[src/gps_defs.svh]
`ifndef GPS_DEFS_SVH
`define GPS_DEFS_SVH

// Register addresses
`define GPS_ADDR_RESET_CTRL 8'h00
`define GPS_ADDR_REVISION 8'h04
`define GPS_ADDR_ADC_PAGE 8'h11
`define GPS_ADDR_CHAN_PAGE 8'h12
`define GPS_ADDR_ANALOG_PAGE 8'h13
`define GPS_ADDR_TRIM_RATE 8'h64
`define GPS_ADDR_PATTERN_LOW 8'h8d
`define GPS_ADDR_PATTERN_HIGH 8'h8e

// Field positions and writable masks
`define GPS_BIT_WRITE_ONE 7
`define GPS_BIT_SOFT_RESET 0
`define GPS_MASK_RESET_CTRL 8'h81
`define GPS_MASK_ADC_PAGE 8'hff
`define GPS_MASK_CHAN_PAGE 8'h7f
`define GPS_MASK_ANALOG_PAGE 8'h01
`define GPS_MASK_TRIM_RATE 8'h02
`define GPS_BIT_TRIM_RATE 1
`define GPS_BIT_DIGITAL_TOP_PAGE_EN 0

// Reset values
`define GPS_RESET_VALUE 8'h00

// Revision code, arbitrary neutral value
`define GPS_REVISION_DEFAULT 8'h5a

`endif

[src/gps_pkg.sv]
package gps_pkg;

  typedef struct packed {
    logic wr;
    logic rd;
    logic [7:0] addr;
    logic [7:0] wdata;
  } gps_req_s;

  typedef struct packed {
    logic [7:0] adc_page;
    logic [6:0] chan_page;
    logic analog_page;
  } gps_pages_s;

  typedef enum logic [1:0] {
    GPS_RUN,
    GPS_SOFT_RESET
  } gps_state_e;

endpackage

[src/gps_page_reg.sv]
`timescale 1ns/1ps
`include "gps_defs.svh"

// One byte register with a writable mask; unwritable bits stay zero.
module gps_page_reg
  import gps_pkg::*;
#(
  parameter logic [7:0] MASK = 8'hff
) (
  input wire logic i_clk,
  input wire logic i_reset_n,
  input wire logic i_clear,
  input wire logic i_we,
  input wire logic [7:0] i_wdata,
  output logic [7:0] o_value
);

  typedef struct packed {
    logic [7:0] value;
  } gps_reg_state_s;

  gps_reg_state_s r;
  gps_reg_state_s next_r;

  always_comb begin
    next_r = r;
    if (i_clear) begin
      next_r.value = `GPS_RESET_VALUE;
    end else if (i_we) begin
      next_r.value = i_wdata & MASK; // [RL3]
    end
  end

  always_ff @(posedge i_clk or negedge i_reset_n) begin
    if (!i_reset_n) begin
      r <= '0;
    end else begin
      r <= next_r;
    end
  end

  assign o_value = r.value;

endmodule

[src/gps_read_mux.sv]
`timescale 1ns/1ps
`include "gps_defs.svh"

// Read data selection; unmapped or unselected addresses read zero.
module gps_read_mux
  import gps_pkg::*;
(
  input wire logic [7:0] i_addr,
  input wire logic i_digital_top_page_sel,
  input wire logic [7:0] i_reset_ctrl,
  input wire logic [7:0] i_revision,
  input wire logic [7:0] i_adc_page,
  input wire logic [7:0] i_chan_page,
  input wire logic [7:0] i_analog_page,
  input wire logic [7:0] i_trim_rate,
  input wire logic [7:0] i_pattern_low,
  output logic [7:0] o_rdata
);

  always_comb begin
    o_rdata = 8'h00;
    case (i_addr)
      `GPS_ADDR_RESET_CTRL: o_rdata = i_reset_ctrl;
      `GPS_ADDR_REVISION: o_rdata = i_revision; // [RL4]
      `GPS_ADDR_ADC_PAGE: o_rdata = i_adc_page;
      `GPS_ADDR_CHAN_PAGE: o_rdata = i_chan_page;
      `GPS_ADDR_ANALOG_PAGE: o_rdata = i_analog_page;
      `GPS_ADDR_TRIM_RATE: o_rdata = i_digital_top_page_sel ? i_trim_rate : 8'h00;
      `GPS_ADDR_PATTERN_LOW: o_rdata = i_digital_top_page_sel ? i_pattern_low : 8'h00;
      default: o_rdata = 8'h00;
    endcase
  end

endmodule

[src/gps_regs.sv]
// What this block does
// RL1 - The host always writes bit 7 of the reset control register as one; it resets to zero.
// RL2 - Writing one to bit 0 of the reset control register resets every configuration register.
// RL3 - Bits documented as zero are written as zero and always read back as zero.
// RL4 - The revision register shows a fixed eight-bit code and ignores writes.
// RL5 - The ADC sub-block register holds eight access enables, D second at bit 7 down to A first at bit 0.
// RL6 - All ADC sub-block page enables reset to zero so no sub-block page is selected.
// RL7 - Channel page register bit 6 selects the pair CD serializer page and bit 5 the pair AB one.
// RL8 - Channel page register bits 4 to 1 select the channel D, C, B and A pages.
// RL9 - Channel page register bit 0 selects the digital-top page, resets to zero, bit 7 stays zero.
// RL10 - Analog page register bit 0 selects the analog page and bits 7 to 1 stay zero.
// RL11 - Trim rate register bit 1 picks 375 MSPS when zero and 500 MSPS when one.
// RL12 - The pattern low register holds the low byte of user pattern one, resetting to zero.
// RL13 - User pattern one, low and high byte, is presented for the single and dual pattern modes.
// RL14 - A write reaches every selected page, a read comes from one selected page.
// RL15 - The soft reset bit clears itself once the reset completes.
`timescale 1ns/1ps
`include "gps_defs.svh"

module gps_regs
  import gps_pkg::*;
#(
  parameter logic [7:0] REVISION_CODE = `GPS_REVISION_DEFAULT
) (
  // Clock and reset
  input wire logic I_CLK,
  input wire logic I_RESET_N,
  // Register access from the configuration port, same clock domain
  input wire logic I_WR,
  input wire logic I_RD,
  input wire logic [7:0] I_ADDR,
  input wire logic [7:0] I_WDATA,
  // Pattern high byte, held in the part of the digital-top page outside this bank
  input wire logic [7:0] I_PATTERN_HIGH,
  // Read answer
  output logic [7:0] O_RDATA,
  output logic O_RVALID,
  // Page selects to the rest of the device
  output logic [7:0] O_ADC_PAGE_EN,
  output logic [6:0] O_CHAN_PAGE_EN,
  output logic O_ANALOG_PAGE_EN,
  // Digital-top controls and the soft device reset
  output logic O_TRIM_LOAD_RATE_SEL,
  output logic [15:0] O_USER_PATTERN_ONE,
  output logic O_SOFT_DEVICE_RESET
);

  typedef struct packed {
    gps_state_e state;
    logic [7:0] rdata;
    logic rvalid;
    gps_pages_s pages;
    logic trim_rate_sel;
    logic [15:0] pattern;
    logic soft_reset;
  } gps_top_state_s;

  gps_top_state_s r;
  gps_top_state_s next_r;

  logic [7:0] reset_ctrl;
  logic [7:0] adc_page;
  logic [7:0] chan_page;
  logic [7:0] analog_page;
  logic [7:0] trim_rate;
  logic [7:0] pattern_low;
  logic [7:0] rd_value;
  logic clear_all;
  logic digital_top_page_sel;
  logic we_reset_ctrl;
  logic we_adc;
  logic we_chan;
  logic we_analog;
  logic we_trim;
  logic we_pattern;

  // A write landing during the soft reset cycle is dropped; the reset must win.
  assign clear_all = (r.state == GPS_SOFT_RESET); // [RL2]
  assign digital_top_page_sel = chan_page[`GPS_BIT_DIGITAL_TOP_PAGE_EN]; // [RL9]
  assign we_reset_ctrl = I_WR && (I_ADDR == `GPS_ADDR_RESET_CTRL);
  assign we_adc = I_WR && (I_ADDR == `GPS_ADDR_ADC_PAGE); // [RL5]
  assign we_chan = I_WR && (I_ADDR == `GPS_ADDR_CHAN_PAGE); // [RL7] [RL8]
  assign we_analog = I_WR && (I_ADDR == `GPS_ADDR_ANALOG_PAGE); // [RL10]
  // Digital-top registers are reached only while their page is selected; the write
  // goes to that page whatever other pages are selected alongside.
  assign we_trim = I_WR && digital_top_page_sel && (I_ADDR == `GPS_ADDR_TRIM_RATE); // [RL14]
  assign we_pattern = I_WR && digital_top_page_sel && (I_ADDR == `GPS_ADDR_PATTERN_LOW); // [RL14]

  // Bit 7 is kept as written so a read shows what the host wrote [RL1]
  gps_page_reg #(.MASK(`GPS_MASK_RESET_CTRL)) u_reset_ctrl (
    .i_clk(I_CLK),
    .i_reset_n(I_RESET_N),
    .i_clear(clear_all),
    .i_we(we_reset_ctrl),
    .i_wdata(I_WDATA),
    .o_value(reset_ctrl)
  );

  gps_page_reg #(.MASK(`GPS_MASK_ADC_PAGE)) u_adc_page (
    .i_clk(I_CLK),
    .i_reset_n(I_RESET_N),
    .i_clear(clear_all),
    .i_we(we_adc),
    .i_wdata(I_WDATA),
    .o_value(adc_page)
  );

  gps_page_reg #(.MASK(`GPS_MASK_CHAN_PAGE)) u_chan_page (
    .i_clk(I_CLK),
    .i_reset_n(I_RESET_N),
    .i_clear(clear_all),
    .i_we(we_chan),
    .i_wdata(I_WDATA),
    .o_value(chan_page)
  );

  gps_page_reg #(.MASK(`GPS_MASK_ANALOG_PAGE)) u_analog_page (
    .i_clk(I_CLK),
    .i_reset_n(I_RESET_N),
    .i_clear(clear_all),
    .i_we(we_analog),
    .i_wdata(I_WDATA),
    .o_value(analog_page)
  );

  gps_page_reg #(.MASK(`GPS_MASK_TRIM_RATE)) u_trim_rate (
    .i_clk(I_CLK),
    .i_reset_n(I_RESET_N),
    .i_clear(clear_all),
    .i_we(we_trim),
    .i_wdata(I_WDATA),
    .o_value(trim_rate)
  );

  gps_page_reg #(.MASK(8'hff)) u_pattern_low (
    .i_clk(I_CLK),
    .i_reset_n(I_RESET_N),
    .i_clear(clear_all),
    .i_we(we_pattern),
    .i_wdata(I_WDATA),
    .o_value(pattern_low)
  );

  gps_read_mux u_read_mux (
    .i_addr(I_ADDR),
    .i_digital_top_page_sel(digital_top_page_sel),
    .i_reset_ctrl(reset_ctrl),
    .i_revision(REVISION_CODE),
    .i_adc_page(adc_page),
    .i_chan_page(chan_page),
    .i_analog_page(analog_page),
    .i_trim_rate(trim_rate),
    .i_pattern_low(pattern_low),
    .o_rdata(rd_value)
  );

  always_comb begin
    next_r = r;
    next_r.rvalid = I_RD;
    next_r.rdata = I_RD ? rd_value : 8'h00;
    case (r.state)
      GPS_RUN: begin
        if (we_reset_ctrl && I_WDATA[`GPS_BIT_SOFT_RESET]) begin
          next_r.state = GPS_SOFT_RESET; // [RL2]
        end
      end
      GPS_SOFT_RESET: begin
        next_r.state = GPS_RUN; // [RL15]
      end
      default: begin
        next_r.state = GPS_RUN;
      end
    endcase
    next_r.soft_reset = (next_r.state == GPS_SOFT_RESET);
    // Outputs mirror the next register contents, zeroed from the soft reset pulse on, so they leave one flop stage
    if (next_r.state == GPS_SOFT_RESET || clear_all) begin
      next_r.pages = '0; // [RL6]
      next_r.trim_rate_sel = 1'b0;
      // The high byte lives outside this bank, so it keeps tracking its input
      next_r.pattern = {I_PATTERN_HIGH, 8'h00}; // [RL2] [RL13]
    end else begin
      next_r.pages.adc_page = we_adc ? I_WDATA : adc_page; // [RL5] [RL6]
      next_r.pages.chan_page = we_chan ? I_WDATA[6:0] : chan_page[6:0]; // [RL7] [RL8]
      next_r.pages.analog_page = we_analog ? I_WDATA[0] : analog_page[0]; // [RL10]
      next_r.trim_rate_sel = we_trim ? I_WDATA[`GPS_BIT_TRIM_RATE]
                                     : trim_rate[`GPS_BIT_TRIM_RATE]; // [RL11]
      next_r.pattern = {I_PATTERN_HIGH, we_pattern ? I_WDATA : pattern_low}; // [RL12] [RL13]
    end
  end

  always_ff @(posedge I_CLK or negedge I_RESET_N) begin
    if (!I_RESET_N) begin
      r <= '0;
    end else begin
      r <= next_r;
    end
  end

  assign O_RDATA = r.rdata;
  assign O_RVALID = r.rvalid;
  assign O_ADC_PAGE_EN = r.pages.adc_page;
  assign O_CHAN_PAGE_EN = r.pages.chan_page;
  assign O_ANALOG_PAGE_EN = r.pages.analog_page;
  assign O_TRIM_LOAD_RATE_SEL = r.trim_rate_sel;
  assign O_USER_PATTERN_ONE = r.pattern;
  assign O_SOFT_DEVICE_RESET = r.soft_reset;

endmodule

[config.mk]
export PLATFORM = sky130hd
export DESIGN_NAME = gps_regs
export DESIGN_NICKNAME = d
export VERILOG_FILES = /design/src/gps_pkg.sv /design/src/gps_page_reg.sv /design/src/gps_read_mux.sv /design/src/gps_regs.sv
export VERILOG_INCLUDE_DIRS = /design/src
export SDC_FILE = /design/constraint.sdc
export NUM_CORES = 1
export LEC_CHECK = 0
export BUFFER_PORTS_ARGS = -buffer_cell sky130_fd_sc_hd__clkbuf_2
export CAP_MARGIN = 15
export CORE_MARGIN = 4
export CORE_UTILIZATION = 30
export CTS_BUF_LIST = sky130_fd_sc_hd__clkbuf_8 sky130_fd_sc_hd__clkbuf_16
export CTS_CLUSTER_DIAMETER = 150
export CTS_CLUSTER_SIZE = 25
export DETAILED_ROUTE_END_ITERATION = 7
export SYNTH_ARGS = -nofsm -noshare
export SYNTH_HDL_FRONTEND = slang
export SYNTH_SLANG_ARGS = --single-unit
[constraint.sdc]
create_clock -name I_CLK -period 2.24 [get_ports I_CLK]
set_clock_uncertainty 0.2 [all_clocks]
set_input_delay 0.112 -clock I_CLK [delete_from_list [all_inputs] [get_ports I_CLK]]
set_output_delay 0.112 -clock I_CLK [all_outputs]
set_load 0.01 [all_outputs]
==> results_dict.tcl, run 1 <==
set metrics [dict create \
    status "complete, no violations" \
    clockBufferDepth 2 \
    fin_crit_ps 1730 \
    tns_ps 0 \
    cpMaxStageDelayCell "or4b_4" \
    power-per-cell-area_nw_per_um2 689 \
    finalCritPeriodShare_pct 77.1 \
    wl_per_cell_um 14.9 \
    htree_levels 3 \
    p_int_mw 2.04 \
    clk_root_buffer_cell "clkbuf_8" \
    gp_congestion 0.833 \
    max_cap_viol_count 0 \
    fp-row-count 36 \
    via_per_inst 4.51 \
    grt-ovfl-total 0 \
    yosys_warnings 0 \
    seq_power_share_pct 51.5 \
    diodes 0 \
    comb_power_share_pct 7.5 \
    port_buffers 70 \
    cp_cell_sequence "clkbuf_2 -> or4_4 -> or4b_4 -> mux2i_1 -> nor2_1" \
    drive_gt1_share_pct 31.0 \
    place_ws_ps 156 \
    yosysSeqAreaShare_pct 57.8 \
    synth_area_per_cell_um2 11.3 \
    slew_viol_final 0 \
    area_growth_pct 22.4 \
    worstMarginPinSlew_ps 622 \
    synth_fp_nets 303 \
    core_area_um2 9950 \
    start_kind "primary input" \
    cellLeakagePower_nw 1.93 \
    die_area_um2 12100 \
    track_usage_pct 13.0 \
    hold_slack_ps 75.2 \
    p_switching_mw 0.590 \
    grt_pass1_wl_mm 11.9 \
    drtIter0Drc 88 \
    final_nets 369 \
    peakVddDrop_mv 0.279 \
    hold_viol_final 0 \
    die_w_um 110 \
    grt_max_degree 73 \
    num-fill-cells 996 \
    ant_nets 0 \
    routed-via-count 2157 \
    critPathRequiredTime_ps 2260 \
    fp.dieH_um 110 \
    critPathCaptureType "register" \
    antenna_found_initial 0 \
    final.setup.worst_slack_ps 512 \
    cts_buffers 9 \
    clockPowerShare_pct 41.0 \
    clkSinkCount 72 \
    grt_pass1_vias 2340 \
    dp_hpwl_mm 4.99 \
    slowest_delay_ps 650 \
    start_util_pct 31.3 \
    cp.arrival_ps 1750 \
    path_class "in2reg" \
    routed_wl_mm 7.10 \
    clkTransAtPathRegs_ps 70 \
    netlist_instances 275 \
    syn_area_um2 3120 \
    fmaxAchievable_mhz 579 \
    setup_viol 0 \
    hold_path_class "in2reg" \
    cts_setup_buffers 0 \
    max_slew_margin_pct 58.3 \
    ys_types 40 \
    insertion_delay_ps 340 \
    p_sw_share_pct 22.4 \
    crit_fanout 7 \
    placed_cell_area_um2 3420 \
    drt_first_pass_iters 5 \
    boundaryPins 71 \
    ys_ff_latch 72 \
    remaining_drc_errors 0 \
    rsz0062_at_grt "false" \
    postLayoutCellArea_um2 3810 \
    cts_tree "done" \
    final_util_pct 38.3 \
]
[stage by stage]
stage	power, mW	instances
3_3_place_gp	1.55	444
5_1_grt	2.76	478
3_5_place_dp	1.55	444
4_1_cts	2.69	478
2_1_floorplan	1.47	275
6_report	2.63	478
[critical path: cells and delay by family]
family        cells  cell delay, ps
buf+inv           1             140
mux               1             250
simple gates      3            1250
[flip-flops by register name, summed over array words and instances (netlist names), 2 cells and up]
signal                 flops
O_USER_PATTERN_ONE        16
u_chan_page.o_value        7
r                          2
u_reset_ctrl.o_value       2
O_CHAN_PAGE_EN             7
O_ADC_PAGE_EN              8
u_adc_page.o_value         8
u_pattern_low.o_value      8
O_RDATA                    8
[layout by cell type (no fill, tap or decap), types with 2 or more instances in the layout]
master,Yosys,layout
nand2_1,7,7
nor4_1,2,2
a211oi_1,2,2
dfrtp_1,72,72
mux2i_1,26,26
nor2_1,55,55
buf_4,39,15
a221oi_1,2,2
o21ai_1,2,2
clkbuf_2,0,69
bufinv_16,0,2
a22oi_1,7,7
nand2b_1,3,3
a22o_1,4,4
dlygate4sd3_1,0,19
nor2b_1,3,3
a21oi_1,6,6
inv_1,3,3
nand4_1,2,2
nor3_1,6,6
clkinvlp_4,0,2
nand4bb_1,2,2
clkbuf_8,0,9
clkinv_2,0,2
o21ai_0,2,2
nand3_1,3,3
[per-layer routing]
layer	global-route usage [%]	up-vias	share of wire (%)
li1	-	1030	-
met5	0	-	0
met4	3.56	0	1.1
met1	14.9	1065	42
met2	22.7	53	51
met3	4.76	9	6.6
[cells by family (layout without fill, tap and decap cells)]
family	Yosys count	count (layout)	synth area share (%)
flops	72	72	57.8
simple gates	94	94	15.3
buf+inv	52	122	11.5
compound gates	29	29	6.58
other cells	1	1	0.120
mux	27	27	8.71
[power by group through the flow]
| stage | combinational (mW) | sequential [mW] | clock (mW) |
|---|---|---|---|
| 5_1_grt | 0.222 | 1.36 | 1.18 |
| 4_1_cts | 0.203 | 1.35 | 1.13 |
| 3_3_place_gp | 0.173 | 1.38 | 0 |
| 6_report | 0.198 | 1.35 | 1.08 |
| 3_5_place_dp | 0.176 | 1.38 | 0 |
| 2_1_floorplan | 0.0949 | 1.38 | 0 |
[synth_stat cells, drive strengths merged]
cell type | n | area [um^2]
a32oi | 1 | 8.76
nand2 | 7 | 26.3
or4 | 2 | 18.8
a2111oi | 1 | 8.76
nor2b | 3 | 18.8
a222oi | 1 | 10.0
conb | 1 | 3.75
a22oi | 7 | 52.6
nor3 | 7 | 46.3
nand2b | 3 | 18.8
or4b | 1 | 13.8
a22o | 4 | 35.0
dfrtp | 72 | 1800
nand4b | 1 | 8.76
o21ai | 4 | 20.0
inv | 3 | 11.3
nor2 | 55 | 206
a21oi | 6 | 30.0
o21bai | 1 | 7.51
clkbuf | 7 | 26.3
a221oi | 2 | 17.5
or2 | 1 | 6.26
nor4 | 3 | 33.8
a211oi | 2 | 15.0
mux2 | 1 | 11.3
buf | 42 | 320
nand4 | 2 | 12.5
nand4bb | 2 | 22.5
nand3b | 1 | 7.51
and2 | 1 | 6.26
nand3 | 3 | 15.0
mux2i | 26 | 260
or3b | 1 | 8.76
nor3b | 1 | 7.51
[final cells by class]
type                            instances  area, um^2  area share (%)
Sequential cell                        72        1800            47.2
Inverter                                3        11.3           0.295
Clock inverter                          6        85.1            2.23
Clock buffer                            9         124            3.25
Multi-Input combinational cell        151         958            25.1
Timing Repair Buffer                  104         668            17.5
Tap cell                              133         166            4.36
[path summary, 6_finish.rpt]
path,startpoint,endpoint,slack (ps),cells past startpoint
max,I_ADDR[5],O_CHAN_PAGE_EN[6]$_DFF_PN0_,510,5
min,I_WR,r[43]$_DFF_PN0_,80,4
max reg2reg,u_chan_page.o_value[0]$_DFFE_PN0P_,u_pattern_low.o_value[7]$_DFF_PN0_,580,5
min reg2reg,r[43]$_DFF_PN0_,r[43]$_DFF_PN0_,260,1
max in group asynchronous,I_RESET_N,u_chan_page.o_value[6]$_DFFE_PN0P_,1410,3
min in group asynchronous,I_RESET_N,O_USER_PATTERN_ONE[9]$_DFF_PN0_,100,3
[what timing repair did]
item,4_1_cts,5_1_grt
resized for setup,0,0
endpoints found under the hold margin,132,0
hold buffers,19,0
No activity file was read; power rests on OpenSTA's default activity.
==> run 2, diff against run 1 <==
clock period = 1.8 ns   (was 2.24 ns; I/O delays follow)
==> results_dict.tcl, run 2 (same netlist as run 1, synthesis figures left out) <==
set metrics [dict create \
    met3_length_um 367 \
    path_class "in2reg" \
    port_buffers 70 \
    core_area_um2 9950 \
    cts_setup_buffers 0 \
    start_util_pct 31.3 \
    via_per_inst 4.51 \
    die_w_um 110 \
    final_util_pct 39.0 \
    layout_commonest_cell "dfrtp_1" \
    grt_pass1_vias 2392 \
    cp.arrival_ps 1770 \
    largest_reg_flops 16 \
    layout_common_cells "dfrtp_1, clkbuf_2, nor2_1" \
    hold_path_class "in2async" \
    htree_levels 3 \
    hold_viol_final 0 \
    diodes 0 \
    routed_wl_mm 7.41 \
    worstMarginPinSlew_ps 648 \
    place_ws_ps -227 \
    die_area_um2 12100 \
    routed-via-count 2200 \
    max_cap_viol_count 0 \
    clkSinkCount 72 \
    drtIter0Drc 120 \
    peakVddDrop_mv 0.327 \
    clk_root_buffer_cell "clkbuf_8" \
    wl_per_cell_um 15.2 \
    routed-wl-met2_mm 3.75 \
    remaining_drc_errors 0 \
    fin_crit_ps 1710 \
    status "complete, no violations" \
    setup_viol 0 \
    worstReg2RegStart "u_chan_page.o_value[0]$_DFFE_PN0P_" \
    grt_pass1_wl_mm 12.1 \
    max_slew_margin_pct 56.5 \
    power-per-cell-area_nw_per_um2 825 \
    tns_ps 0 \
    grt_max_degree 39 \
    cellLeakagePower_nw 1.98 \
    finalCritPeriodShare_pct 94.9 \
    critical_path.startpoint "I_ADDR[5]" \
    clockBufferDepth 2 \
    rsz0062_at_grt "false" \
    area_growth_pct 24.6 \
    fp.dieH_um 110 \
    cts_tree "done" \
    fp-row-count 36 \
    hold_slack_ps 61.5 \
    antenna_found_initial 0 \
    cts_buffers 9 \
    slew_viol_final 0 \
    final.setup.worst_slack_ps 92.4 \
    drt_first_pass_iters 4 \
    fmaxAchievable_mhz 586 \
    gp_congestion 0.784 \
    ant_nets 0 \
    crit_fanout 6 \
    dp_hpwl_mm 5.37 \
    grt-ovfl-total 0 \
    highest_layer "met4" \
    start_kind "primary input" \
    clkTransAtPathRegs_ps 80 \
    drive_gt1_share_pct 33.2 \
    wl_met1_mm 3.19 \
    critPathCaptureType "register" \
    boundaryPins 71 \
    insertion_delay_ps 340 \
    track_usage_pct 13.4 \
    critPathRequiredTime_ps 1860 \
    final_nets 378 \
]
==> run 2: cell types whose count changed in the layout (fill, tap and decap cells not counted) <==
cell,previous run,this run
buf_4,15,23
buf_6,0,1
bufinv_16,2,1
clkbuf_8,9,10
clkinv_4,0,1
clkinvlp_4,2,1
inv_1,3,4
mux2i_1,26,25
mux2i_2,0,1
nor4_1,2,1
nor4_2,0,1
==> run 2: metal layers <==
metal	global-route usage, %	up-vias
met5	0	-
li1	-	1050
met1	16.3	1078
met3	3.35	9
met2	23.0	63
met4	4.54	0
==> run 2: final timing paths <==
kind / end / slack, ps / cells after the start
setup / recovery: u_reset_ctrl.o_value[7]$_DFFE_PN0P_ / 90 / 8
hold / removal: O_USER_PATTERN_ONE[13]$_DFF_PN0_ / 60 / 2
setup reg to reg: u_pattern_low.o_value[6]$_DFF_PN0_ / 120 / 5
hold reg to reg: r[43]$_DFF_PN0_ / 260 / 1
max in group asynchronous: O_USER_PATTERN_ONE[7]$_DFF_PN0_ / 810 / 3
min in group I_CLK: r[43]$_DFF_PN0_ / 80 / 5
==> run 2: cell type report <==
| cell class | count | area [um^2] |
|---|---|---|
| Clock buffer | 10 | 138 |
| Tap cell | 133 | 166 |
| Timing Repair Buffer | 113 | 739 |
| Sequential cell | 72 | 1800 |
| Fill cell | 989 | 6070 |
| Multi-Input combinational cell | 151 | 968 |
| Inverter | 3 | 11.3 |
| Clock inverter | 6 | 60.1 |
==> run 2: power breakdown <==
group	internal (mW)	switching, mW	total (mW)
Combinational	0.115	0.144	0.259
Sequential	1.66	0.0202	1.68
Clock	0.670	0.592	1.26
==> run 2: per-stage QoR <==
step,cell area [um^2],power (mW),instances
floorplan,3120,1.83,275
global placement,3480,1.95,453
detailed placement,3480,1.95,453
CTS,3870,3.25,488
global route,3880,3.36,488
finish,3880,3.21,488
==> run 2: timing repair <==
| action | 4_1_cts | 5_1_grt |
|---|---|---|
| endpoints found under the hold margin | 135 | 0 |
| setup endpoints to repair | 0 | 7 |
| hold buffers | 19 | 0 |
| gates resized for setup | 0 | 3 |
==> run 2: worst max-delay path, cell delays in order <==
cell and delay [ps]:
clkbuf_2 90, buf_4 150, nor4_2 320, buf_4 170, and2_1 180, nand3_1 90
dlygate4sd3_1 560, a21oi_1 120
==> run 3, diff against run 2 <==
REMOVE_ABC_BUFFERS = 1   (was unset)
==> results_dict.tcl, run 3 (same netlist as run 1, synthesis figures left out) <==
set metrics [dict create \
    largest_reg_flops 16 \
    grt_pass1_wl_mm 12.4 \
    p_switching_mw 0.761 \
    critPathCaptureType "register" \
    seq_power_share_pct 48.7 \
    cp_cell_sequence "clkbuf_2 -> buf_4 -> buf_4 -> nor4_1 -> and2_1 -> nand3_1 -> dlygate4sd3_1 -> a21oi_1" \
    final_util_pct 40.3 \
    antenna_found_initial 0 \
    area_growth_pct 28.7 \
    slew_viol_final 0 \
    comb_power_share_pct 7.9 \
    critical_path.startpoint "I_ADDR[1]" \
    status "complete, no violations" \
    setup_viol 0 \
    final_nets 391 \
    fmaxAchievable_mhz 583 \
    die_area_um2 12100 \
    routed_wl_mm 7.71 \
    start_kind "primary input" \
    worstPathBufferInverterCount 4 \
    peakVddDrop_mv 0.413 \
    finalCritPeriodShare_pct 95.3 \
    cts_buffers 9 \
    drt_first_pass_iters 4 \
    drive_gt1_share_pct 35.9 \
    fp.dieH_um 110 \
    p_sw_share_pct 22.0 \
    track_usage_pct 13.6 \
    place_ws_ps -264 \
    core_area_um2 9950 \
    fin_crit_ps 1720 \
    layout_commonest_cell "dfrtp_1" \
    cp.arrival_ps 1790 \
    grt-ovfl-total 0 \
    remaining_drc_errors 0 \
    diodes 0 \
    die_w_um 110 \
    r2r_cells 5 \
    cellLeakagePower_nw 2.06 \
    path_delay_family "buffers and inverters" \
    worstReg2RegStart "u_chan_page.o_value[0]$_DFFE_PN0P_" \
    max_cap_viol_count 0 \
    ant_nets 0 \
    cp.depth 8 \
    hold_path_class "in2reg" \
    start_util_pct 31.3 \
    grt_max_degree 73 \
    crit_path_end "u_reset_ctrl.o_value[7]$_DFFE_PN0P_" \
    crit_fanout 8 \
    insertion_delay_ps 340 \
    grt_pass1_vias 2415 \
    r2r_end "O_RDATA[0]$_DFF_PN0_" \
    layout_common_cells "dfrtp_1, clkbuf_2, nor2_1" \
    cpMaxStageDelayCell "dlygate4sd3_1" \
    clkSinkCount 72 \
    cpMostUsedCell "buf_4" \
    drtIter0Drc 80 \
    r2r_slack_ps 80 \
    via_per_inst 4.47 \
    wl_per_cell_um 15.4 \
    fp-row-count 36 \
    cts_tree "done" \
    path_class "in2reg" \
    routed-via-count 2240 \
    boundaryPins 71 \
    final.setup.worst_slack_ps 84.9 \
    clockPowerShare_pct 43.4 \
    power-per-cell-area_nw_per_um2 862 \
    gp_congestion 0.825 \
    critPathRequiredTime_ps 1870 \
    clk_root_buffer_cell "clkbuf_8" \
    rsz0062_at_grt "false" \
    port_buffers 70 \
    p_int_mw 2.70 \
    slowest_delay_ps 550 \
    hold_viol_final 0 \
    dp_hpwl_mm 5.47 \
    clockBufferDepth 2 \
    htree_levels 3 \
    clkTransAtPathRegs_ps 70 \
]
-- run 3: power by group through the flow --
stage / combinational (mW) / clock [mW] / sequential [mW]
finish: 0.273 / 1.50 / 1.68
global route: 0.305 / 1.61 / 1.69
CTS: 0.278 / 1.55 / 1.68
detailed placement: 0.241 / 0 / 1.72
global placement: 0.238 / 0 / 1.72
floorplan: 0.0608 / 0 / 1.73
-- run 3: worst register-to-register path, delay by kind of cell (launching register included) --
kind	cells	cell delay, ps
buffers and inverters	1	130
flip-flops	1	380
AO/OA/AOI/OAI	3	590
multiplexers	1	270
-- run 3: layer usage --
metal | track usage [%] | up-vias | part of all wire (%)
li1 | - | 1073 | -
met3 | 3.05 | 14 | 4.6
met4 | 5.88 | 0 | 2.0
met1 | 17.6 | 1095 | 44
met2 | 21.9 | 58 | 49
met5 | 0 | - | 0
-- run 3: timing repair --
| item | 4_1_cts | 5_1_grt |
|---|---|---|
| hold endpoints to repair | 132 | 0 |
| pin swaps | 1 | 1 |
| buffers inserted | 2 | 0 |
| setup endpoints to repair | 2 | 2 |
| hold buffers | 19 | 0 |
| gates resized for setup | 1 | 2 |
-- run 3: how the worst min path moves through the flow --
stage / startpoint / to / depth (start not counted)
finish: I_ADDR[7] / r[43]$_DFF_PN0_ / 5
global route: I_ADDR[7] / O_SOFT_DEVICE_RESET$_DFF_PN0_ / 5
detailed placement: I_RESET_N / O_SOFT_DEVICE_RESET$_DFF_PN0_ / 2
global placement: I_RESET_N / O_SOFT_DEVICE_RESET$_DFF_PN0_ / 2
floorplan: I_RESET_N / O_ADC_PAGE_EN[0]$_DFF_PN0_ / 0
CTS: I_ADDR[2] / O_SOFT_DEVICE_RESET$_DFF_PN0_ / 5
-- run 3: area by class of cell --
cell class | count | area (um^2)
fill | 973 | 5940
sequential | 72 | 1800
multi-input combinational | 151 | 970
timing repair buffer | 126 | 831
tap | 133 | 166
clock buffer | 9 | 124
clock inverter | 7 | 110
inverter | 3 | 11.3
-- run 3: stage by stage --
stage	total power [mW]	setup TNS (ps)	hold WS, ps	area (um^2)	std cells
after floorplan	1.79	-15340	-406	2770	226
final	3.46	0	45.2	4010	501
after CTS	3.52	0	28.5	4010	501
after global placement	1.96	-6610	-53.2	3560	464
after global routing	3.61	0	74.1	4010	501
after detailed placement	1.96	-7090	-47.4	3560	464
